[src/shared/frame_parser_pkg.sv]
// Purpose: constants and types for the binary command frame parser
// Assumes: one 250 MHz clock, byte stream with valid/ready
// Notes: register access leaves the block as a plain request/answer port
package frame_parser_pkg;
    localparam logic [7:0] FRAME_START_BYTE = 8'h01;
    localparam logic [7:0] FRAME_END_BYTE = 8'h03;
    localparam logic [7:0] ACK_BYTE = 8'h06;
    localparam logic [7:0] NAK_BYTE = 8'h15;
    localparam logic [4:0] OP_WRITE = 5'h00;
    localparam logic [4:0] OP_READ = 5'h01;
    localparam logic [4:0] OP_READ_RESP = 5'h02;
    localparam int OP_MSB = 7;
    localparam int OP_LSB = 3;
    localparam int CHECK_BIT = 2;
    localparam int ALEN_MSB = 1;
    localparam int ADDR_BYTES_MAX = 8;
    localparam int CLK_MHZ = 250;
    localparam int BYTE_TIMEOUT_MS = 500;
    localparam longint TIMEOUT_CYCLES = longint'(BYTE_TIMEOUT_MS) * 1000 * CLK_MHZ;
    localparam logic [27:0] TIMEOUT_RESET = 28'h0000000;
    localparam logic [63:0] ADDR_RESET = 64'h0000000000000000;
    typedef enum logic [3:0] {
        ST_IDLE, ST_TYPE, ST_LEN, ST_ADDR, ST_DATA, ST_CHECK, ST_END,
        ST_DISCARD, ST_ACK, ST_READ, ST_RESP
    } parse_state_t;
endpackage

[src/rtl/binary_command_frame_parser.sv]
// Purpose: decode binary read/write command frames into register accesses
// Assumes: rx bytes arrive with rx_valid; tx waits on tx_ready
// Notes: address lengths 2, 4, 6 and 8 bytes all accepted; upper bits zeroed at each start byte
// What this block does
// frame begins with start byte 0x01
// frame closes with end byte 0x03
// opcode is type byte bits 7..3
// opcode 00001 means single read
// opcode 00000 means single write
// type bit 2 flags check byte
// length code 00 means 16-bit address
// every address length code accepted correctly
// read length gives response byte count
// write length delimits the data bytes
// address assembled least significant byte first
// check byte is XOR of fields
// host sets check bit per frame
// field address is base plus offset
// frame bytes follow fixed order
// answer ACK 0x06 or NAK 0x15
// half second gap discards until start
// validate order, check, length before ACK
// unknown read address: ACK, no response
// write data stored lowest byte first
// read response framed like requests
`timescale 1ns/1ps
`default_nettype none
module binary_command_frame_parser
    import frame_parser_pkg::*;
#(
    parameter longint TIMEOUT_LIMIT = TIMEOUT_CYCLES
) (
    input wire logic clk,
    input wire logic rst_n,
    input wire logic [7:0] rx_data,
    input wire logic rx_valid,
    output logic [7:0] tx_data,
    output logic tx_valid,
    input wire logic tx_ready,
    output logic [63:0] reg_addr,
    output logic [7:0] reg_wdata,
    output logic reg_write,
    output logic reg_read,
    input wire logic [7:0] reg_rdata,
    input wire logic reg_addr_ok,
    output logic byte_timeout,
    output logic frame_error
);
    parse_state_t state_q, state_d;
    logic [7:0] type_q, type_d, len_q, len_d, chk_q, chk_d, tx_q, tx_d;
    logic [8:0] cnt_q, cnt_d;
    logic [63:0] addr_q, addr_d;
    logic [27:0] gap_q, gap_d;
    logic bad_q, bad_d, txv_q, txv_d, to_q, to_d, err_q, err_d;
    logic wr_q, wr_d, rd_q, rd_d;
    logic [7:0] wdat_q, wdat_d, rdat_q, rdat_d;
    logic [7:0] sel_byte;
    logic sel_last;

    function automatic logic [3:0] addr_bytes(input logic [1:0] code);
        // codes 0..3 give 2, 4, 6 and 8 address bytes
        return {1'b0, code[ALEN_MSB:0], 1'b0} + 4'h2;
    endfunction

    resp_byte_sel u_sel (
        .idx(cnt_q),
        .len(len_q),
        .check_on(type_q[CHECK_BIT]),
        .data_byte(rdat_q),
        .check_acc(chk_q),
        .byte_out(sel_byte),
        .last(sel_last)
    );

    always_comb begin
        state_d = state_q;
        type_d = type_q;
        len_d = len_q;
        chk_d = chk_q;
        cnt_d = cnt_q;
        addr_d = addr_q;
        bad_d = bad_q;
        tx_d = tx_q;
        txv_d = txv_q;
        to_d = 1'b0;
        err_d = 1'b0;
        wr_d = 1'b0;
        rd_d = 1'b0;
        wdat_d = wdat_q;
        rdat_d = rdat_q;
        gap_d = gap_q;
        if (txv_q && tx_ready) begin
            txv_d = 1'b0;
        end
        // gap counter runs only inside a request frame
        if (state_q inside {ST_TYPE, ST_LEN, ST_ADDR, ST_DATA, ST_CHECK, ST_END}) begin
            gap_d = rx_valid ? TIMEOUT_RESET : gap_q + 28'h0000001;
            if (!rx_valid && 64'(gap_q) >= 64'(TIMEOUT_LIMIT)) begin
                state_d = ST_DISCARD;
                to_d = 1'b1;
            end
        end else begin
            gap_d = TIMEOUT_RESET;
        end
        case (state_q)
            ST_IDLE, ST_DISCARD: begin
                if (rx_valid && rx_data == FRAME_START_BYTE) begin
                    state_d = ST_TYPE;
                    chk_d = 8'h00;
                    bad_d = 1'b0;
                    addr_d = ADDR_RESET;
                end else if (rx_valid && state_q == ST_IDLE) begin
                    state_d = ST_DISCARD; // stray bytes without start
                    err_d = 1'b1;
                end
            end
            ST_TYPE: if (rx_valid) begin
                type_d = rx_data;
                chk_d = chk_q ^ rx_data;
                if (!(rx_data[OP_MSB:OP_LSB] inside {OP_READ, OP_WRITE})) begin
                    bad_d = 1'b1;
                end
                state_d = ST_LEN;
            end
            ST_LEN: if (rx_valid) begin
                len_d = rx_data;
                chk_d = chk_q ^ rx_data;
                cnt_d = 9'h000;
                state_d = ST_ADDR;
            end
            ST_ADDR: if (rx_valid) begin
                addr_d[cnt_q[2:0]*8 +: 8] = rx_data;
                chk_d = chk_q ^ rx_data;
                cnt_d = cnt_q + 9'h001;
                if (cnt_q[3:0] + 4'h1 == addr_bytes(type_q[1:0])) begin
                    cnt_d = 9'h000;
                    if (type_q[OP_MSB:OP_LSB] == OP_WRITE && len_q != 8'h00) begin
                        state_d = ST_DATA;
                    end else begin
                        state_d = type_q[CHECK_BIT] ? ST_CHECK : ST_END;
                    end
                end
            end
            ST_DATA: if (rx_valid) begin
                // write lands as it arrives; a bad frame still NAKs afterwards
                wr_d = 1'b1;
                wdat_d = rx_data;
                chk_d = chk_q ^ rx_data;
                cnt_d = cnt_q + 9'h001;
                if (cnt_q + 9'h001 == 9'(len_q)) begin
                    state_d = type_q[CHECK_BIT] ? ST_CHECK : ST_END;
                end
            end
            ST_CHECK: if (rx_valid) begin
                if (rx_data != chk_q) begin
                    bad_d = 1'b1;
                end
                state_d = ST_END;
            end
            ST_END: if (rx_valid && !txv_q) begin
                // a wrong end byte means data count or order was off
                bad_d = bad_q | (rx_data != FRAME_END_BYTE);
                tx_d = (bad_q || rx_data != FRAME_END_BYTE) ? NAK_BYTE : ACK_BYTE;
                txv_d = 1'b1;
                err_d = bad_q || rx_data != FRAME_END_BYTE;
                state_d = ST_ACK;
            end
            ST_ACK: if (!txv_q || tx_ready) begin
                txv_d = 1'b0;
                cnt_d = 9'h000;
                chk_d = 8'h00;
                if (!bad_q && type_q[OP_MSB:OP_LSB] == OP_READ && len_q != 8'h00
                        && reg_addr_ok) begin
                    state_d = ST_READ;
                    rd_d = 1'b1;
                end else begin
                    state_d = ST_IDLE;
                end
            end
            ST_READ: begin
                rdat_d = reg_rdata;
                state_d = ST_RESP;
            end
            ST_RESP: if (!txv_q || tx_ready) begin
                tx_d = sel_byte;
                txv_d = 1'b1;
                cnt_d = cnt_q + 9'h001;
                if (cnt_q != 9'h000) begin
                    chk_d = chk_q ^ sel_byte;
                end
                if (sel_last) begin
                    state_d = ST_IDLE;
                end else if (cnt_q >= 9'h003 && cnt_q < 9'(len_q) + 9'h002) begin
                    // next read only once a data byte is out, else bytes skip
                    addr_d = addr_q + 64'h1;
                    rd_d = 1'b1;
                    state_d = ST_READ;
                end
            end
            default: state_d = ST_IDLE;
        endcase
        if (wr_q) begin
            addr_d = addr_q + 64'h1;
        end
    end

    always_ff @(posedge clk) begin
        if (!rst_n) begin
            state_q <= ST_IDLE;
            type_q <= 8'h00;
            len_q <= 8'h00;
            chk_q <= 8'h00;
            cnt_q <= 9'h000;
            addr_q <= ADDR_RESET;
            gap_q <= TIMEOUT_RESET;
            bad_q <= 1'b0;
            tx_q <= 8'h00;
            txv_q <= 1'b0;
            to_q <= 1'b0;
            err_q <= 1'b0;
            wr_q <= 1'b0;
            rd_q <= 1'b0;
            wdat_q <= 8'h00;
            rdat_q <= 8'h00;
        end else begin
            state_q <= state_d;
            type_q <= type_d;
            len_q <= len_d;
            chk_q <= chk_d;
            cnt_q <= cnt_d;
            addr_q <= addr_d;
            gap_q <= gap_d;
            bad_q <= bad_d;
            tx_q <= tx_d;
            txv_q <= txv_d;
            to_q <= to_d;
            err_q <= err_d;
            wr_q <= wr_d;
            rd_q <= rd_d;
            wdat_q <= wdat_d;
            rdat_q <= rdat_d;
        end
    end

    assign tx_data = tx_q;
    assign tx_valid = txv_q;
    assign reg_addr = addr_q;
    assign reg_wdata = wdat_q;
    assign reg_write = wr_q;
    assign reg_read = rd_q;
    assign byte_timeout = to_q;
    assign frame_error = err_q;
endmodule
`default_nettype wire

[src/rtl/resp_byte_sel.sv]
// Purpose: picks the next byte of a read response frame
// Assumes: index counts frame bytes from the start byte
// Notes: combinational, read by the parser only
`timescale 1ns/1ps
`default_nettype none
module resp_byte_sel
    import frame_parser_pkg::*;
(
    input wire logic [8:0] idx,
    input wire logic [7:0] len,
    input wire logic check_on,
    input wire logic [7:0] data_byte,
    input wire logic [7:0] check_acc,
    output logic [7:0] byte_out,
    output logic last
);
    logic [8:0] data_end;
    always_comb begin
        data_end = 9'(len) + 9'h003;
        last = 1'b0;
        if (idx == 9'h000) begin
            byte_out = FRAME_START_BYTE;
        end else if (idx == 9'h001) begin
            byte_out = {OP_READ_RESP, check_on, 2'b00};
        end else if (idx == 9'h002) begin
            byte_out = len;
        end else if (idx < data_end) begin
            byte_out = data_byte;
        end else if (check_on && idx == data_end) begin
            byte_out = check_acc;
        end else begin
            byte_out = FRAME_END_BYTE;
            last = 1'b1;
        end
    end
endmodule
`default_nettype wire

[config.mk]
export PLATFORM = sky130hd
export DESIGN_NAME = binary_command_frame_parser
export DESIGN_NICKNAME = d
export VERILOG_FILES = /design/src/shared/frame_parser_pkg.sv /design/src/rtl/binary_command_frame_parser.sv /design/src/rtl/resp_byte_sel.sv
export SDC_FILE = /design/constraint.sdc
export NUM_CORES = 1
export LEC_CHECK = 0
export BUFFER_PORTS_ARGS = -buffer_cell sky130_fd_sc_hd__buf_2
export CORE_MARGIN = 2
export CORE_UTILIZATION = 45
export DETAILED_ROUTE_END_ITERATION = 10
export SLEW_MARGIN = 5
export SYNTH_ARGS = -nofsm -noshare
export SYNTH_HDL_FRONTEND = slang
export SYNTH_HIERARCHICAL = 1
export SYNTH_SLANG_ARGS = --single-unit
[constraint.sdc]
create_clock -name clk -period 5.6 [get_ports clk]
set_input_delay 1.12 -clock clk [delete_from_list [all_inputs] [get_ports clk]]
set_output_delay 1.12 -clock clk [all_outputs]
set_load 0.05 [all_outputs]
==> run_results.csv <==
group,metric,value,unit
timing,max_clock_freq,218,MHz
final_layout,drive_gt1_share,13.5,%
clock_network,numCtsBuffers,17,
placed_design,numPortBuffers,105,
synth,syn_nets,1519,
clock_network,cts.reportedPaths.clkPinSlew,0.07,ns
clock_network,tritoncts,"yes",
synth,postSynth.asyncResetShare,0,%
pwr,leakagePower,4.56,nW
timing,rsz_0062_raised_after_global_routing,"no",
synth,ys.warnings.count,6,
clock_network,numClockSinks,159,
route,per_cell_via_count_in_the_routed_design,6.41,
floorplanning,rows,57,
critical_path,critical_path.reg2reg.endpoint,"reg_addr[23]$_SDFFE_PN0P_",
flow_run,max_cap_violations,0,
synth,synth_seq_area_share,28.2,%
worst_hold_path,worstHoldStart,"tx_data[3]$_SDFFE_PN0P_",
clock_network,cts_root_buf,"clkbuf_16",
route,routed_wire_length_per_instance,20.8,um
critical_path,timing.reg2reg.setup_slack,1.02,ns
placed_design,placedInstanceArea,0.0120,mm2
worst_hold_path,worst_min_delay_path_endpoint,"tx_data[3]$_SDFFE_PN0P_",
placed_design,place.gp.congestion,0.901,
clock_network,htreeDepth,4,
clock_network,cts_post_setup_buffers_inserted,0,
placed_design,place_hpwl,25500,um
floorplanning,io-pin-count,106,
critical_path,cp_max_fo,40,
synth,synthFlopType,"dfxtp_1",
worst_hold_path,hold_class,"reg2reg",
critical_path,worstSetupStartpointType,"register",
final_layout,fin_util,51.5,%
final_layout,multi_input_comb_area,0.00749,mm2
route,routed_wl,38400,um
final_layout,synth_to_final_area_change,11.8,%
timing,timing.max_slew.rel_slack,25.6,%
critical_path,required,5.97,ns
global_route,grt_use_total,28.9,%
route,first_drt_pass_iteration_count,6,
final_layout,fin_area,0.0126,mm2
timing,finalCritPeriodShare,81.8,%
route,drt_drc_violations_left,0,
final_layout,nFillCells,2400,
global_route,first_global_vias,10900,
worst_hold_path,hold_path_depth,2,
global_route,number_of_antenna_violations_at_the_first_check_in_global_routing,1,
critical_path,critical_path_arrival,4.95,ns
floorplanning,initial_core_util,46.1,%
floorplanning,die-area,0.0263,mm2
synth,synth_enable_flop_cells,0,
route,vias,11800,
synth,ys_seq_elements,159,
critical_path,cp-end-kind,"register",
pwr,power_density,278,mW/mm2
final_layout,layout.nets,1555,
timing,skew,0.0188,ns
floorplanning,die_width,162,um
timing,finalSetupViolCount,0,
synth,synth_cell_types,88,
timing,slew_violations,0,
clock_network,post_cts_resize_count,0,
critical_path,worstRegToRegCells,15,
synth,netlist_area,0.0113,mm2
global_route,overflow,0,
floorplanning,placeableCoreArea,0.0245,mm2
synth,number_of_standard_cells_after_synthesis,1471,
timing,hold_viol,0,
route,route.antenna.remaining_nets,0,
final_layout,final-seq-area,0.00318,mm2
critical_path,worstReg2RegStart,"len_q[3]$_SDFFE_PN0P_",
global_route,grt_first_pass_wirelength,61300,um
final_layout,antenna_cells,0,
timing,worst_slew_pin_slew,1.11,ns
synth,avgSynthCellArea,7.67,um2
clock_network,clock_insertion_delay_worst_skew,0.43,ns
global_route,grt_start_max_net_pins,55,
pwr,max-vdd-ir-drop,0.000164,V
floorplanning,die_y,162,um
clock_network,clockBufferDepth,2,
critical_path,timing.setup.critical_path_class,"reg2reg",
status,outcome,"finished clean",
clock_network,post_cts_hold_buffer_count,0,
route,detailedRoute.firstIterationViolations,1352,
timing,finalCriticalPeriod,4.58,ns
timing,setup_tns,0,ns
## worst max path at each step
stage / endpoint / start
2_1_floorplan: reg_addr[43]$_SDFFE_PN0P_ / len_q[2]$_SDFFE_PN0P_
3_3_place_gp: reg_addr[23]$_SDFFE_PN0P_ / len_q[3]$_SDFFE_PN0P_
3_5_place_dp: reg_addr[23]$_SDFFE_PN0P_ / len_q[3]$_SDFFE_PN0P_
4_1_cts: reg_addr[23]$_SDFFE_PN0P_ / len_q[3]$_SDFFE_PN0P_
5_1_grt: reg_addr[23]$_SDFFE_PN0P_ / len_q[3]$_SDFFE_PN0P_
6_report: reg_addr[23]$_SDFFE_PN0P_ / len_q[3]$_SDFFE_PN0P_
## sequential cells by signal (all words and copies together), names as in the netlist
signal and cells:
tx_valid 1, tx_data 8, frame_error 1, byte_timeout 1, reg_write 1, cnt_q 9, chk_q 8, reg_wdata 8
gap_q 28, type_q 8, len_q 8, reg_read 1, bad_q 1, state_q 4, rdat_q 8, reg_addr 64
## report_power, final
group / internal [mW] / switching (mW)
combinational: 0.323 / 0.640
sequential: 1.19 / 0.119
clock: 0.694 / 0.530
## area by class of cell
| type | instances | share of cell area [%] |
|---|---|---|
| clock inverters | 12 | 1.19 |
| multi-input cells | 1154 | 59.4 |
| inverters | 42 | 1.25 |
| well taps | 324 | 3.22 |
| clock buffers | 20 | 3.62 |
| repair buffers | 133 | 6.04 |
| flip-flops and latches | 159 | 25.3 |
## cells in the final DEF (no fill, tap or decap), drive strengths merged, types with 20 or more instances in the layout
cell type	instances
o311ai	29
nor4	20
nand2	136
clkbuf	20
mux2i	61
a31oi	35
buf	133
and3	37
dfxtp	159
o31ai	35
nor2	145
nand3	85
ha	27
inv	46
xor2	27
nand4	30
xnor2	38
nor3	45
a211oi	26
o21ai	43
a21oi	107
## cells by family (layout without fill, tap and decap cells)
group           after synthesis  in the layout  synth area share, %
compound gates              393            393                 24.6
buf+inv                     158            207                 5.63
mux                          64             64                 5.71
fa+ha+maj                    29             29                 3.17
xor+xnor                     65             65                 5.05
flops                       159            159                 28.2
simple gates                603            603                 27.6
## synthesized netlist by cell type, types with 12 or more instances
master    count  area share, %
dfxtp_1     159             28
nor2_1      144            4.8
nand2_1     136            4.5
a21oi_1     106            4.7
nand3_1      85            3.8
clkbuf_1     83            2.8
mux2i_1      61            5.4
nor3_1       42            1.9
o21ai_0      42            1.9
inv_1        40            1.3
xnor2_1      38            3.0
and3_1       37            2.1
a31oi_1      35            1.9
o31ai_1      34            2.3
nand4_1      30            1.7
o311ai_0     29            2.3
ha_1         27            3.0
xor2_1       27            2.1
a211oi_1     24            1.6
buf_2        24            1.1
and2_1       18            1.0
nand2b_1     18            1.0
nor4_1       17           0.94
and4_1       16            1.2
o32ai_1      16            1.2
nand3b_1     12           0.80
o22ai_1      12           0.67
## critical path, stage by stage (launching register included)
cell,delay [ns]
dfxtp_1,0.61
and3_1,0.27
and3_1,0.18
o21ai_0,0.10
xor2_1,0.17
ha_1,0.31
o21ai_0,0.07
o21bai_1,0.34
a21oi_2,0.14
nor2_1,0.36
nor3_1,0.11
o221a_2,0.35
or3_1,0.58
nand2_1,0.15
buf_4,0.44
o221a_2,0.28
## metal layers
layer  vias up  global-route usage (%)  part of all wire (%)
li1       5555                       -                     -
met1      5656                    40.9                    46
met2       538                    44.9                    44
met3        72                    4.01                   7.0
met4         0                    10.3                   2.9
met5         -                       0                     0
## per-stage QoR
stage | total power, mW | std cells | hold slack, ns | setup slack [ns]
after detailed placement | 2.28 | 1812 | 0.444 | 1.15
final | 3.50 | 1844 | 0.446 | 1.02
after floorplan | 1.99 | 1471 | 0.431 | 2.14
after global placement | 2.27 | 1812 | 0.439 | 1.26
after global routing | 3.65 | 1844 | 0.466 | 0.773
after CTS | 3.50 | 1844 | 0.452 | 1.12
No activity file was read; power rests on OpenSTA's default activity.
